<file path="src/logic/pwi_pkg.sv">
// shared constants, register map, interval layout and state types of the waveform engine
package pwi_pkg;

   // ------------------------------------------------------------
   // register map (byte addresses, 8-bit data)
   // ------------------------------------------------------------
   localparam logic [15:0] REG_IFCFG = 16'h7824;
   localparam logic [15:0] REG_OUTCFG = 16'h7825;
   localparam logic [15:0] REG_READY = 16'h7826;
   localparam logic [15:0] REG_IDLECS = 16'h7827;
   localparam logic [15:0] REG_IDLEOUT = 16'h7828;
   localparam logic [15:0] REG_ADDR = 16'h7829;
   localparam logic [15:0] REG_COUNT = 16'h782a;
   localparam logic [15:0] REG_WDLO = 16'h782b;
   localparam logic [15:0] REG_WDHI = 16'h782c;
   localparam logic [15:0] REG_RDLO = 16'h782d;
   localparam logic [15:0] REG_RDHI = 16'h782e;
   localparam logic [15:0] REG_TRIG = 16'h782f;
   localparam logic [15:0] WMEM_BASE = 16'h7900;
   localparam logic [15:0] WMEM_LAST = 16'h797f;

   // ------------------------------------------------------------
   // register fields
   // ------------------------------------------------------------
   localparam int unsigned WIDE_BIT = 2;
   localparam int unsigned TRI_BIT = 7;
   localparam int unsigned SYNC_BIT = 6;
   localparam int unsigned DONE_BIT = 7;
   localparam int unsigned IDLE_DRV_BIT = 0;

   // ------------------------------------------------------------
   // reset values
   // ------------------------------------------------------------
   localparam logic [7:0] IDLEOUT_RST = 8'h00;
   localparam logic [5:0] OD_RST = 6'h00;
   localparam logic [7:0] COUNT_RST = 8'h01;

   // ------------------------------------------------------------
   // interval word layout
   // ------------------------------------------------------------
   localparam int unsigned IV_LEN_LSB = 0;
   localparam int unsigned IV_OUT_LSB = 8;
   localparam int unsigned IV_OE_LSB = 12;
   localparam int unsigned IV_DATA_BIT = 16;
   localparam int unsigned IV_AINC_BIT = 17;
   localparam int unsigned IV_DP_BIT = 18;
   localparam int unsigned IV_RSEL_LSB = 24;
   localparam int unsigned IV_TGT_LSB = 27;
   localparam int unsigned IV_LVL_BIT = 30;
   localparam logic [2:0] IV_IDLE = 3'h7;
   localparam int unsigned NUM_PROG = 4;
   localparam int unsigned NUM_IV = 8;

   // ------------------------------------------------------------
   // types
   // ------------------------------------------------------------
   typedef enum logic [1:0] {
      PWI_IDLE = 2'b00,
      PWI_FETCH = 2'b01,
      PWI_EXEC = 2'b11
   } pwi_state_e;

   typedef struct packed {
      logic [5:0] strobe_out;
      logic [5:0] strobe_oe;
      logic [5:0] addr_out;
      logic [7:0] data_low_lane_out;
      logic data_low_lane_oe;
      logic [7:0] data_high_lane_out;
      logic data_high_lane_oe;
   } pwi_pins_s;

   typedef struct packed {
      logic wide_bus_select;
      logic tristate_control_mode;
      logic [5:0] strobe_output_config;
      logic ready_sync_select;
      logic idle_bus_drive;
      logic [7:0] idle_strobe;
      logic [5:0] addr;
      logic [7:0] count;
      logic [7:0] wd_lo;
      logic [7:0] wd_hi;
      logic [7:0] rd_lo;
      logic [7:0] rd_hi;
      pwi_state_e st;
      logic [1:0] prog;
      logic [2:0] iv;
      logic [7:0] cnt;
      logic ext_sel;
      logic strap_taken;
      logic ext_prev;
      logic [5:0] rdy1;
      logic [5:0] rdy2;
      logic [7:0] rdata;
      pwi_pins_s pins;
   } pwi_state_s;

   // returns {oe, out} for the six strobes
   function automatic logic [11:0] pwi_strobe_drive(input logic [5:0] v, input logic [3:0] en,
                                                    input logic tri_mode, input logic [5:0] od);
      logic [5:0] oe;
      logic [5:0] o;
      oe = '0;
      o = v;
      for (int i = 0; i < 6; i++) begin
         if (tri_mode) begin
            if (i < 4) begin
               oe[i] = en[i];
            end else begin
               oe[i] = 1'b1;
               o[i] = 1'b0;
            end
         end else if (od[i]) begin
            oe[i] = ~v[i];
            o[i] = 1'b0;
         end else begin
            oe[i] = 1'b1;
         end
      end
      return {oe, o};
   endfunction

endpackage

</file>
<file path="src/logic/pwi_wave_mem.sv">
// waveform memory: byte-wide software writes, registered word reads for the engine
`timescale 1ns/1ps
module pwi_wave_mem #(
   parameter int unsigned WORDS = 32
) (
   input wire logic clk, // engine clock
   input wire logic wr_en, // byte write strobe
   input wire logic [$clog2(WORDS*4)-1:0] wr_addr, // byte address
   input wire logic [7:0] wr_byte, // byte to store
   input wire logic [$clog2(WORDS)-1:0] rd_idx, // word index
   output logic [31:0] rd_data // word, one cycle after rd_idx
);

   initial begin
      if (WORDS < 2 || (WORDS & (WORDS - 1)) != 0) begin
         $error("pwi_wave_mem: WORDS must be a power of two");
      end
   end

   // ------------------------------------------------------------
   // storage
   // ------------------------------------------------------------
   logic [3:0][7:0] mem [WORDS];

   always_ff @(posedge clk) begin
      if (wr_en) begin
         mem[wr_addr[$clog2(WORDS*4)-1:2]][wr_addr[1:0]] <= wr_byte;
      end
      rd_data <= mem[rd_idx];
   end

endmodule

</file>
<file path="src/logic/pwi_engine.sv">
// parallel waveform engine: pins, configuration registers and interval sequencer
//
// Function
// - six strobes, six readies, six address lines, low and high data lanes
// - narrow bus uses low lane only; wide bus uses both lanes
// - address increments per transfer in bursts, holds otherwise
// - strap high selects external clock pin, else internal clock
// - wide-bus select bit 2 picks 16-bit or 8-bit data bus
// - strobes 0-3 drive, open-drain or tristate
// - strobes 4-5 drive or open-drain, never tristated
// - in tristate mode strobes 4-5 are withheld from the engine
// - tristate mode: 0/1/z; else config bit 1 open-drain, 0 driven
// - twelve config and status locations in processor data space
// - 128-byte writable waveform memory region
// - four programs of up to seven 32-bit intervals
// - ready inputs stall, continue or repeat a transaction
// - ready-sync bit 6: one sample when 1, two samples when 0
// - every waveform ends by branching to idle interval 7
// - done bit 7 reads 0 while running, 1 when idle
// - idle bus-drive bit 0 holds last value, else lanes float
`timescale 1ns/1ps
module pwi_engine
   import pwi_pkg::*;
#(
   parameter int unsigned ADDR_W = 6
) (
   input wire logic clk, // system clock, also the internal engine clock
   input wire logic rstn, // asynchronous reset, active low
   input wire logic [15:0] reg_addr, // register byte address
   input wire logic [7:0] reg_wdata, // register write data
   input wire logic reg_we, // write strobe
   input wire logic reg_re, // read strobe
   output logic [7:0] reg_rdata, // read data, cycle after reg_re
   input wire logic external_clock_pin, // external engine clock
   input wire logic clock_source_strap, // high selects external clock
   input wire logic [5:0] ready_in, // ready inputs from the peripheral
   input wire logic [7:0] data_low_lane_in, // low lane level
   input wire logic [7:0] data_high_lane_in, // high lane level
   output pwi_pins_s pins // strobes, address and data lane drives
);

   initial begin
      if (ADDR_W != 6) begin
         $error("pwi_engine: ADDR_W must be 6");
      end
   end

   // ------------------------------------------------------------
   // state and waveform memory
   // ------------------------------------------------------------
   pwi_state_s s;
   pwi_state_s next_s;
   logic [31:0] ins;
   logic mem_wr;
   logic tick;
   logic leave;
   logic [2:0] dest;
   logic [5:0] rdy_pick;
   logic [11:0] drv;
   logic done;
   logic is_write;
   logic is_burst;

   assign mem_wr = reg_we && reg_addr >= WMEM_BASE && reg_addr <= WMEM_LAST;
   assign done = (s.st == PWI_IDLE);
   assign is_write = ~s.prog[0];
   assign is_burst = s.prog[1];
   // internal clock advances every cycle; external one on each sampled rising edge
   assign tick = s.ext_sel ? (external_clock_pin & ~s.ext_prev) : 1'b1;
   assign rdy_pick = s.ready_sync_select ? s.rdy1 : s.rdy2;

   pwi_wave_mem #(
      .WORDS(NUM_PROG * NUM_IV)
   ) u_mem (
      .clk(clk),
      .wr_en(mem_wr),
      .wr_addr(reg_addr[6:0]),
      .wr_byte(reg_wdata),
      .rd_idx({s.prog, s.iv}),
      .rd_data(ins)
   );

   // ------------------------------------------------------------
   // next-state logic
   // ------------------------------------------------------------
   always_comb begin
      next_s = s;
      leave = 1'b0;
      dest = IV_IDLE;
      drv = '0;
      next_s.rdata = 8'h00;
      next_s.ext_prev = external_clock_pin;
      // strap is caught once, on the first edge after reset release
      if (!s.strap_taken) begin
         next_s.ext_sel = clock_source_strap;
         next_s.strap_taken = 1'b1;
      end
      if (tick) begin
         next_s.rdy1 = ready_in;
         next_s.rdy2 = s.rdy1;
      end

      // register writes
      if (reg_we) begin
         case (reg_addr)
            REG_IFCFG: begin
               next_s.wide_bus_select = reg_wdata[WIDE_BIT];
            end
            REG_OUTCFG: begin
               next_s.tristate_control_mode = reg_wdata[TRI_BIT];
               next_s.strobe_output_config = reg_wdata[5:0];
            end
            REG_READY: begin
               next_s.ready_sync_select = reg_wdata[SYNC_BIT];
            end
            REG_IDLECS: begin
               next_s.idle_bus_drive = reg_wdata[IDLE_DRV_BIT];
            end
            REG_IDLEOUT: begin
               next_s.idle_strobe = reg_wdata;
            end
            REG_ADDR: begin
               next_s.addr = reg_wdata[5:0];
            end
            REG_COUNT: begin
               next_s.count = reg_wdata;
            end
            REG_WDLO: begin
               next_s.wd_lo = reg_wdata;
            end
            REG_WDHI: begin
               next_s.wd_hi = reg_wdata;
            end
            REG_TRIG: begin
               // a trigger while busy is dropped; software must wait for done
               if (done && s.strap_taken) begin
                  next_s.prog = reg_wdata[1:0];
                  next_s.iv = 3'h0;
                  next_s.cnt = 8'h00;
                  next_s.st = PWI_FETCH;
               end
            end
            default: begin
            end
         endcase
      end

      // register reads, answered in the following cycle only
      if (reg_re) begin
         case (reg_addr)
            REG_IFCFG: next_s.rdata = {5'h00, s.wide_bus_select, 2'h0};
            REG_OUTCFG: next_s.rdata = {s.tristate_control_mode, 1'b0, s.strobe_output_config};
            REG_READY: next_s.rdata = {1'b0, s.ready_sync_select, s.rdy1};
            REG_IDLECS: next_s.rdata = {done, 6'h00, s.idle_bus_drive};
            REG_IDLEOUT: next_s.rdata = s.idle_strobe;
            REG_ADDR: next_s.rdata = {2'h0, s.addr};
            REG_COUNT: next_s.rdata = s.count;
            REG_WDLO: next_s.rdata = s.wd_lo;
            REG_WDHI: next_s.rdata = s.wd_hi;
            REG_RDLO: next_s.rdata = s.rd_lo;
            REG_RDHI: next_s.rdata = s.rd_hi;
            REG_TRIG: next_s.rdata = {done, 5'h00, s.prog};
            default: next_s.rdata = 8'h00;
         endcase
      end

      // interval sequencer
      case (s.st)
         PWI_IDLE: begin
         end
         PWI_FETCH: begin
            next_s.st = PWI_EXEC;
         end
         PWI_EXEC: begin
            if (tick) begin
               if (ins[IV_DP_BIT]) begin
                  // decision point waits until the chosen ready matches
                  leave = (rdy_pick[ins[IV_RSEL_LSB +: 3]] == ins[IV_LVL_BIT]);
                  dest = ins[IV_TGT_LSB +: 3];
               end else begin
                  leave = (s.cnt == ins[IV_LEN_LSB +: 8]);
                  dest = s.iv + 3'h1;
               end
               if (!leave) begin
                  if (!ins[IV_DP_BIT]) begin
                     next_s.cnt = s.cnt + 8'h01;
                  end
               end else begin
                  next_s.cnt = 8'h00;
                  if (ins[IV_DATA_BIT] && !is_write) begin
                     next_s.rd_lo = data_low_lane_in;
                     next_s.rd_hi = s.wide_bus_select ? data_high_lane_in : 8'h00;
                  end
                  if (ins[IV_DATA_BIT] && ins[IV_AINC_BIT] && is_burst) begin
                     next_s.addr = s.addr + 6'h01;
                  end
                  if (dest == IV_IDLE) begin
                     // burst programs rerun until the transfer count is used up
                     if (is_burst && s.count > 8'h01) begin
                        next_s.count = s.count - 8'h01;
                        next_s.iv = 3'h0;
                        next_s.st = PWI_FETCH;
                     end else begin
                        next_s.st = PWI_IDLE;
                     end
                  end else begin
                     next_s.iv = dest;
                     next_s.st = PWI_FETCH;
                  end
               end
            end
         end
         default: begin
            next_s.st = PWI_IDLE;
         end
      endcase

      // pin drives, registered; strobes and data lanes hold steady through a fetch, address follows addr
      next_s.pins.addr_out = s.addr;
      if (s.st == PWI_EXEC) begin
         drv = pwi_strobe_drive(ins[IV_OUT_LSB +: 6], ins[IV_OE_LSB +: 4],
                                s.tristate_control_mode, s.strobe_output_config);
         next_s.pins.strobe_out = drv[5:0];
         next_s.pins.strobe_oe = drv[11:6];
         if (ins[IV_DATA_BIT] && is_write) begin
            next_s.pins.data_low_lane_out = s.wd_lo;
            next_s.pins.data_low_lane_oe = 1'b1;
            next_s.pins.data_high_lane_out = s.wd_hi;
            next_s.pins.data_high_lane_oe = s.wide_bus_select;
         end else begin
            next_s.pins.data_low_lane_oe = 1'b0;
            next_s.pins.data_high_lane_oe = 1'b0;
         end
      end else if (s.st == PWI_IDLE) begin
         drv = pwi_strobe_drive(s.idle_strobe[5:0], s.idle_strobe[7:4],
                                s.tristate_control_mode, s.strobe_output_config);
         next_s.pins.strobe_out = drv[5:0];
         next_s.pins.strobe_oe = drv[11:6];
         // out registers still hold the last value a waveform drove
         next_s.pins.data_low_lane_oe = s.idle_bus_drive;
         next_s.pins.data_high_lane_oe = s.idle_bus_drive & s.wide_bus_select;
      end
   end

   // ------------------------------------------------------------
   // state register
   // ------------------------------------------------------------
   always_ff @(posedge clk or negedge rstn) begin
      if (!rstn) begin
         s <= '0;
         s.st <= PWI_IDLE;
         s.strobe_output_config <= OD_RST;
         s.idle_strobe <= IDLEOUT_RST;
         s.count <= COUNT_RST;
      end else begin
         s <= next_s;
      end
   end

   assign reg_rdata = s.rdata;
   assign pins = s.pins;

endmodule

</file>
<file path="config.mk">
export PLATFORM = sky130hd
export DESIGN_NAME = pwi_engine
export DESIGN_NICKNAME = d
export VERILOG_FILES = /design/src/logic/pwi_pkg.sv /design/src/logic/pwi_wave_mem.sv /design/src/logic/pwi_engine.sv
export SDC_FILE = /design/constraint.sdc
export NUM_CORES = 1
export LEC_CHECK = 0
export BUFFER_PORTS_ARGS = -buffer_cell sky130_fd_sc_hd__buf_2
export CAP_MARGIN = 25
export CORE_ASPECT_RATIO = 1.75
export CORE_MARGIN = 4
export CORE_UTILIZATION = 61
export CTS_CLUSTER_DIAMETER = 80
export DETAILED_ROUTE_END_ITERATION = 12
export HOLD_SLACK_MARGIN = 0.03
export PLACE_DENSITY = 0.81
export SLEW_MARGIN = 0
export SYNTH_ARGS = -nofsm -noshare
export SYNTH_HDL_FRONTEND = slang
export SYNTH_SLANG_ARGS = --single-unit
</file>
<file path="constraint.sdc">
create_clock -name clk -period 3.15 [get_ports clk]
set_input_delay 0.315 -clock clk [delete_from_list [all_inputs] [get_ports clk]]
set_output_delay 0.315 -clock clk [all_outputs]
set_load 0.05 [all_outputs]
</file>
==> summary.md <==
| Metric | Value |
|---|---|
| Startpoint of the most critical register-to-register path | `s[67]$_DFF_PN0_` |
| Final hold viol count | `0` |
| Number of distinct standard cells referenced by the synthesized netlist | `between 60 and 70` |
| Setup repair after global routing missed its margin | `false` |
| Initial core utilization | `a little over 60%` |
| Sequential area share after synthesis | `roughly 73%` |
| Die extent in y | `around 350 microns` |
| Top post-synthesis cells by count | `sky130_fd_sc_hd__edfxtp_1, sky130_fd_sc_hd__mux4_2, sky130_fd_sc_hd__nor2_1, sky130_fd_sc_hd__dfrtp_1, sky130_fd_sc_hd__mux2_2` |
| Biggest fanout along the worst timing path | `32` |
| Die extent in x | `201 microns` |
| # setup viols final | `0` |
| Area of the placeable core | `approximately 64000 sq um` |
| Final critical delay including setup and external delays | `2.73 ns` |
| Top-level port count | `96` |
| Most heavily used metal layer in global routing | `met2` |
| Primary flip-flop cell chosen by synthesis mapping | `sky130_fd_sc_hd__edfxtp_1` |
| Vias in the first global route | `22578` |
| Lkg Pwr | `0.0150 uW` |
| Max frequency | `0.366 GHz` |
| Clock edge transition at the registers on the reported setup and hold paths | `roughly 0.07 ns` |
| Syn Area/Cell | `between 15 and 20 sq um` |
| Met1 usage | `33.0%` |
| Share of cells above drive strength 1 | `roughly 31%` |
| Area of the die | `between 60000 and 70000 sq um` |
| Hold-critical path endpoint | `u_mem.mem[7][14]$_DFFE_PP_` |
| Maximum Capacitance Violations | `0` |
| Worst hold path startpoint | `reg_wdata[6]` |
| Synthesized flop and latch total | `about 1000` |
| CP required | `about 3.7 ns` |
| Category of the worst setup path launch point | `flop` |
| Number of flops mapped to enable cells by yosys | `approximately 830` |
| Most frequent cell after synthesis | `sky130_fd_sc_hd__edfxtp_1` |
| Number of antenna violations at the first check in global routing | `0` |
| Post-route fraction of the period consumed by the critical path | `about 87%` |
| Fraction of met3 tracks used by global routing | `approximately 4.5%` |
| Worst min path class | `input pin to flop` |
| Cells after synthesis | `~2100` |
| Clock root buffer | `sky130_fd_sc_hd__clkbuf_16` |
| Pre-CTS worst setup slack | `0.459 ns` |
| Maximum clock path buffer count | `3` |
| Number of sinks on the clock net | `996` |
| Total iterations of the first detailed-routing run | `6` |
| Reg2Reg Capture Point | `u_mem.rd_data[6]$_DFF_P_` |
| Clock skew after layout | `around 0.022 ns` |
| Depth of the worst hold-timing path | `1` |
| Average wire length per cell after detail routing | `32.2 microns` |
| Via total after detailed routing | `about 21000` |
| Detailed-route DRC error count | `0` |
| GRT Util Overall | `29.1%` |
| Type of the worst setup path | `flop to flop` |
| Iteration-0 DRC Markers | `roughly 2800` |
| Status | `finished, final reports clean` |
| Warning count from the yosys run | `0` |
| Total detailed-routing wirelength | `102000 microns` |
| Grt total ovfl | `0` |
| Number of nets in the synthesized netlist | `about 2100` |
| Cell taking the most area after synthesis | `sky130_fd_sc_hd__edfxtp_1` |
| TritonCTS clock tree | `yes` |
| Number of H-tree branching levels | `3` |
| Hpwl dp | `between 60000 and 70000 microns` |
| Tightest slew margin relative to the limit | `between 30% and 40%` |
| Global placer's final weighted congestion | `between 0.9 and 1` |
| Area growth from synthesis to layout | `12.6%` |
| Area of the mapped netlist | `39900 sq um` |
| Pin count of the biggest net entering global routing | `between 100 and 150` |
| Detailed-route vias per instance | `approximately 6.8` |
| Total count of max-transition violations in the final report | `0` |
| # port buffers | `95` |
| First-pass GRT wire length | `between 100000 and 150000 microns` |
| Clock insertion delay at the later pin of the skew report | `0.64 ns` |
| Cells on worst reg2reg path | `5` |
| Pin slew with the least headroom to its limit | `just over 1 ns` |
| Endpoint class of the critical path | `flop` |
| Worst-case setup margin in the final layout | `roughly 0.42 ns` |
| Fraction of synthesis flops using an asynchronous set or reset pin | `13.9%` |
| Critical path data arrival time | `3.26 ns` |
| Number of nets in the finished design | `around 2300` |
| Fraction of met2 tracks used by global routing | `around half` |
| Antenna Diode Count | `0` |
| Fraction of synthesized cell area taken by the top area cell type | `62.7%` |
| Number of CTS-inserted buffers | `82` |
| VDD IR-drop max | `slightly below 0.0005 V` |
| Sum of negative setup slack | `0 ns` |
| Power per cell area | `664 nW/um^2` |
| Reg-to-reg slack, setup | `between 0.4 and 0.5 ns` |
| Largest cells by area after synthesis | `sky130_fd_sc_hd__edfxtp_1, sky130_fd_sc_hd__mux4_2, sky130_fd_sc_hd__dfrtp_1, sky130_fd_sc_hd__mux2_2, sky130_fd_sc_hd__nor2_1` |
| Cell row count | `123` |
| Filler Cell Count | `approximately 3700` |
| Residual antenna-violating net count after detailed routing | `0` |
## cell families (layout without fill, tap and decap cells)
group | after synthesis | in the layout | synth area share (%)
AO/OA/AOI/OAI | 123 | 123 | 2.07
XOR/XNOR | 10 | 10 | 0.220
adder cells (fa/ha/maj) | 9 | 9 | 0.282
buffers and inverters | 180 | 445 | 2.18
flip-flops | 996 | 996 | 72.6
multiplexers | 395 | 395 | 18.6
other | 1 | 1 | 0.00940
AND/OR/NAND/NOR | 364 | 364 | 4.05
## state kept, by name, indices dropped and copies added (netlist names)
name and flops:
next_s 6, s 87, reg_rdata 8, pins 36
u_mem.mem 832, u_mem.rd_data 26, is_burst 1
## per-stage QoR
step           util, %  cell area [sq um]  power (uW)  hold WS (ns)  instances
4_1_cts           69.4              44800       29900         0.117       3150
3_5_place_dp      65.0              41900       19800         0.371       2975
6_report          69.6              44900       29800        0.0198       3155
3_3_place_gp      65.0              41900       19700         0.365       2975
2_1_floorplan        -              39900       18300        0.0194       2078
5_1_grt           69.6              44900       30800        0.0372       3155
## where the power goes
group | internal, uW | switching (uW) | total [uW]
registers | 14500 | 342 | 14900
logic | 2360 | 2430 | 4790
clock network | 5540 | 4600 | 10100
total | 22400 | 7370 | 29800
## per-layer routing
metal | vias to the layer above | part of all wire, %
met4 | 0 | 7.5
met2 | 1452 | 54
met3 | 344 | 7.7
li1 | 8635 | -
met5 | - | 0
met1 | 11008 | 31
## critical path, cell delays in order (launching register included)
cell                      delay [ns]
sky130_fd_sc_hd__dfrtp_4        0.55
sky130_fd_sc_hd__buf_12         0.29
sky130_fd_sc_hd__buf_12         0.32
sky130_fd_sc_hd__mux4_2         0.61
sky130_fd_sc_hd__mux4_2         0.50
sky130_fd_sc_hd__mux2_2         0.27
## layout by cell type (no fill, tap or decap), drive strengths merged, types with 7 or more instances in the layout
master and n:
buf 245, edfxtp 832, dfxtp 26, a21oi 17, clkinv 29, and2 8, ha 9, inv 28
dfrtp 137, nand2 90, mux4 262, nor2 166, mux2 106, and3 7, clkbuf 105, nand4 9
dlygate4sd3 26, nor3 13, a31oi 11, mux2i 27, nand2b 7, o21ai 43, bufinv 7, nand3 38
xnor2 7
## worst max path at each step
| stage | start | to | slack [ns] |
|---|---|---|---|
| after floorplan | s[67]$_DFF_PN0_ | u_mem.rd_data[15]$_DFF_P_ | 0.54 |
| after global placement | s[129]$_DFFE_PN0P_ | next_s[20]$_DFF_PN0_ | 0.51 |
| after detailed placement | s[67]$_DFF_PN0_ | u_mem.rd_data[13]$_DFF_P_ | 0.46 |
| after CTS | s[67]$_DFF_PN0_ | u_mem.rd_data[6]$_DFF_P_ | 0.39 |
| after global routing | s[67]$_DFF_PN0_ | u_mem.rd_data[6]$_DFF_P_ | 0.33 |
| final | s[67]$_DFF_PN0_ | u_mem.rd_data[6]$_DFF_P_ | 0.42 |
## cell type report
cell class,instances,area [sq um],area share [%]
repair buffers,271,2150,4.80
well taps,812,1020,2.26
clock inverters,45,434,0.967
inverters,24,90.1,0.201
clock buffers,105,2190,4.88
multi-input cells,902,10000,22.4
flip-flops and latches,996,29000,64.5
## timing repair
item / in CTS / in global routing
resized for setup: 0 / 0
hold buffers: 25 / 1
endpoints found under the hold margin: 92 / 13
setup buffers: 0 / 0
(Power assumes the default switching activity.)
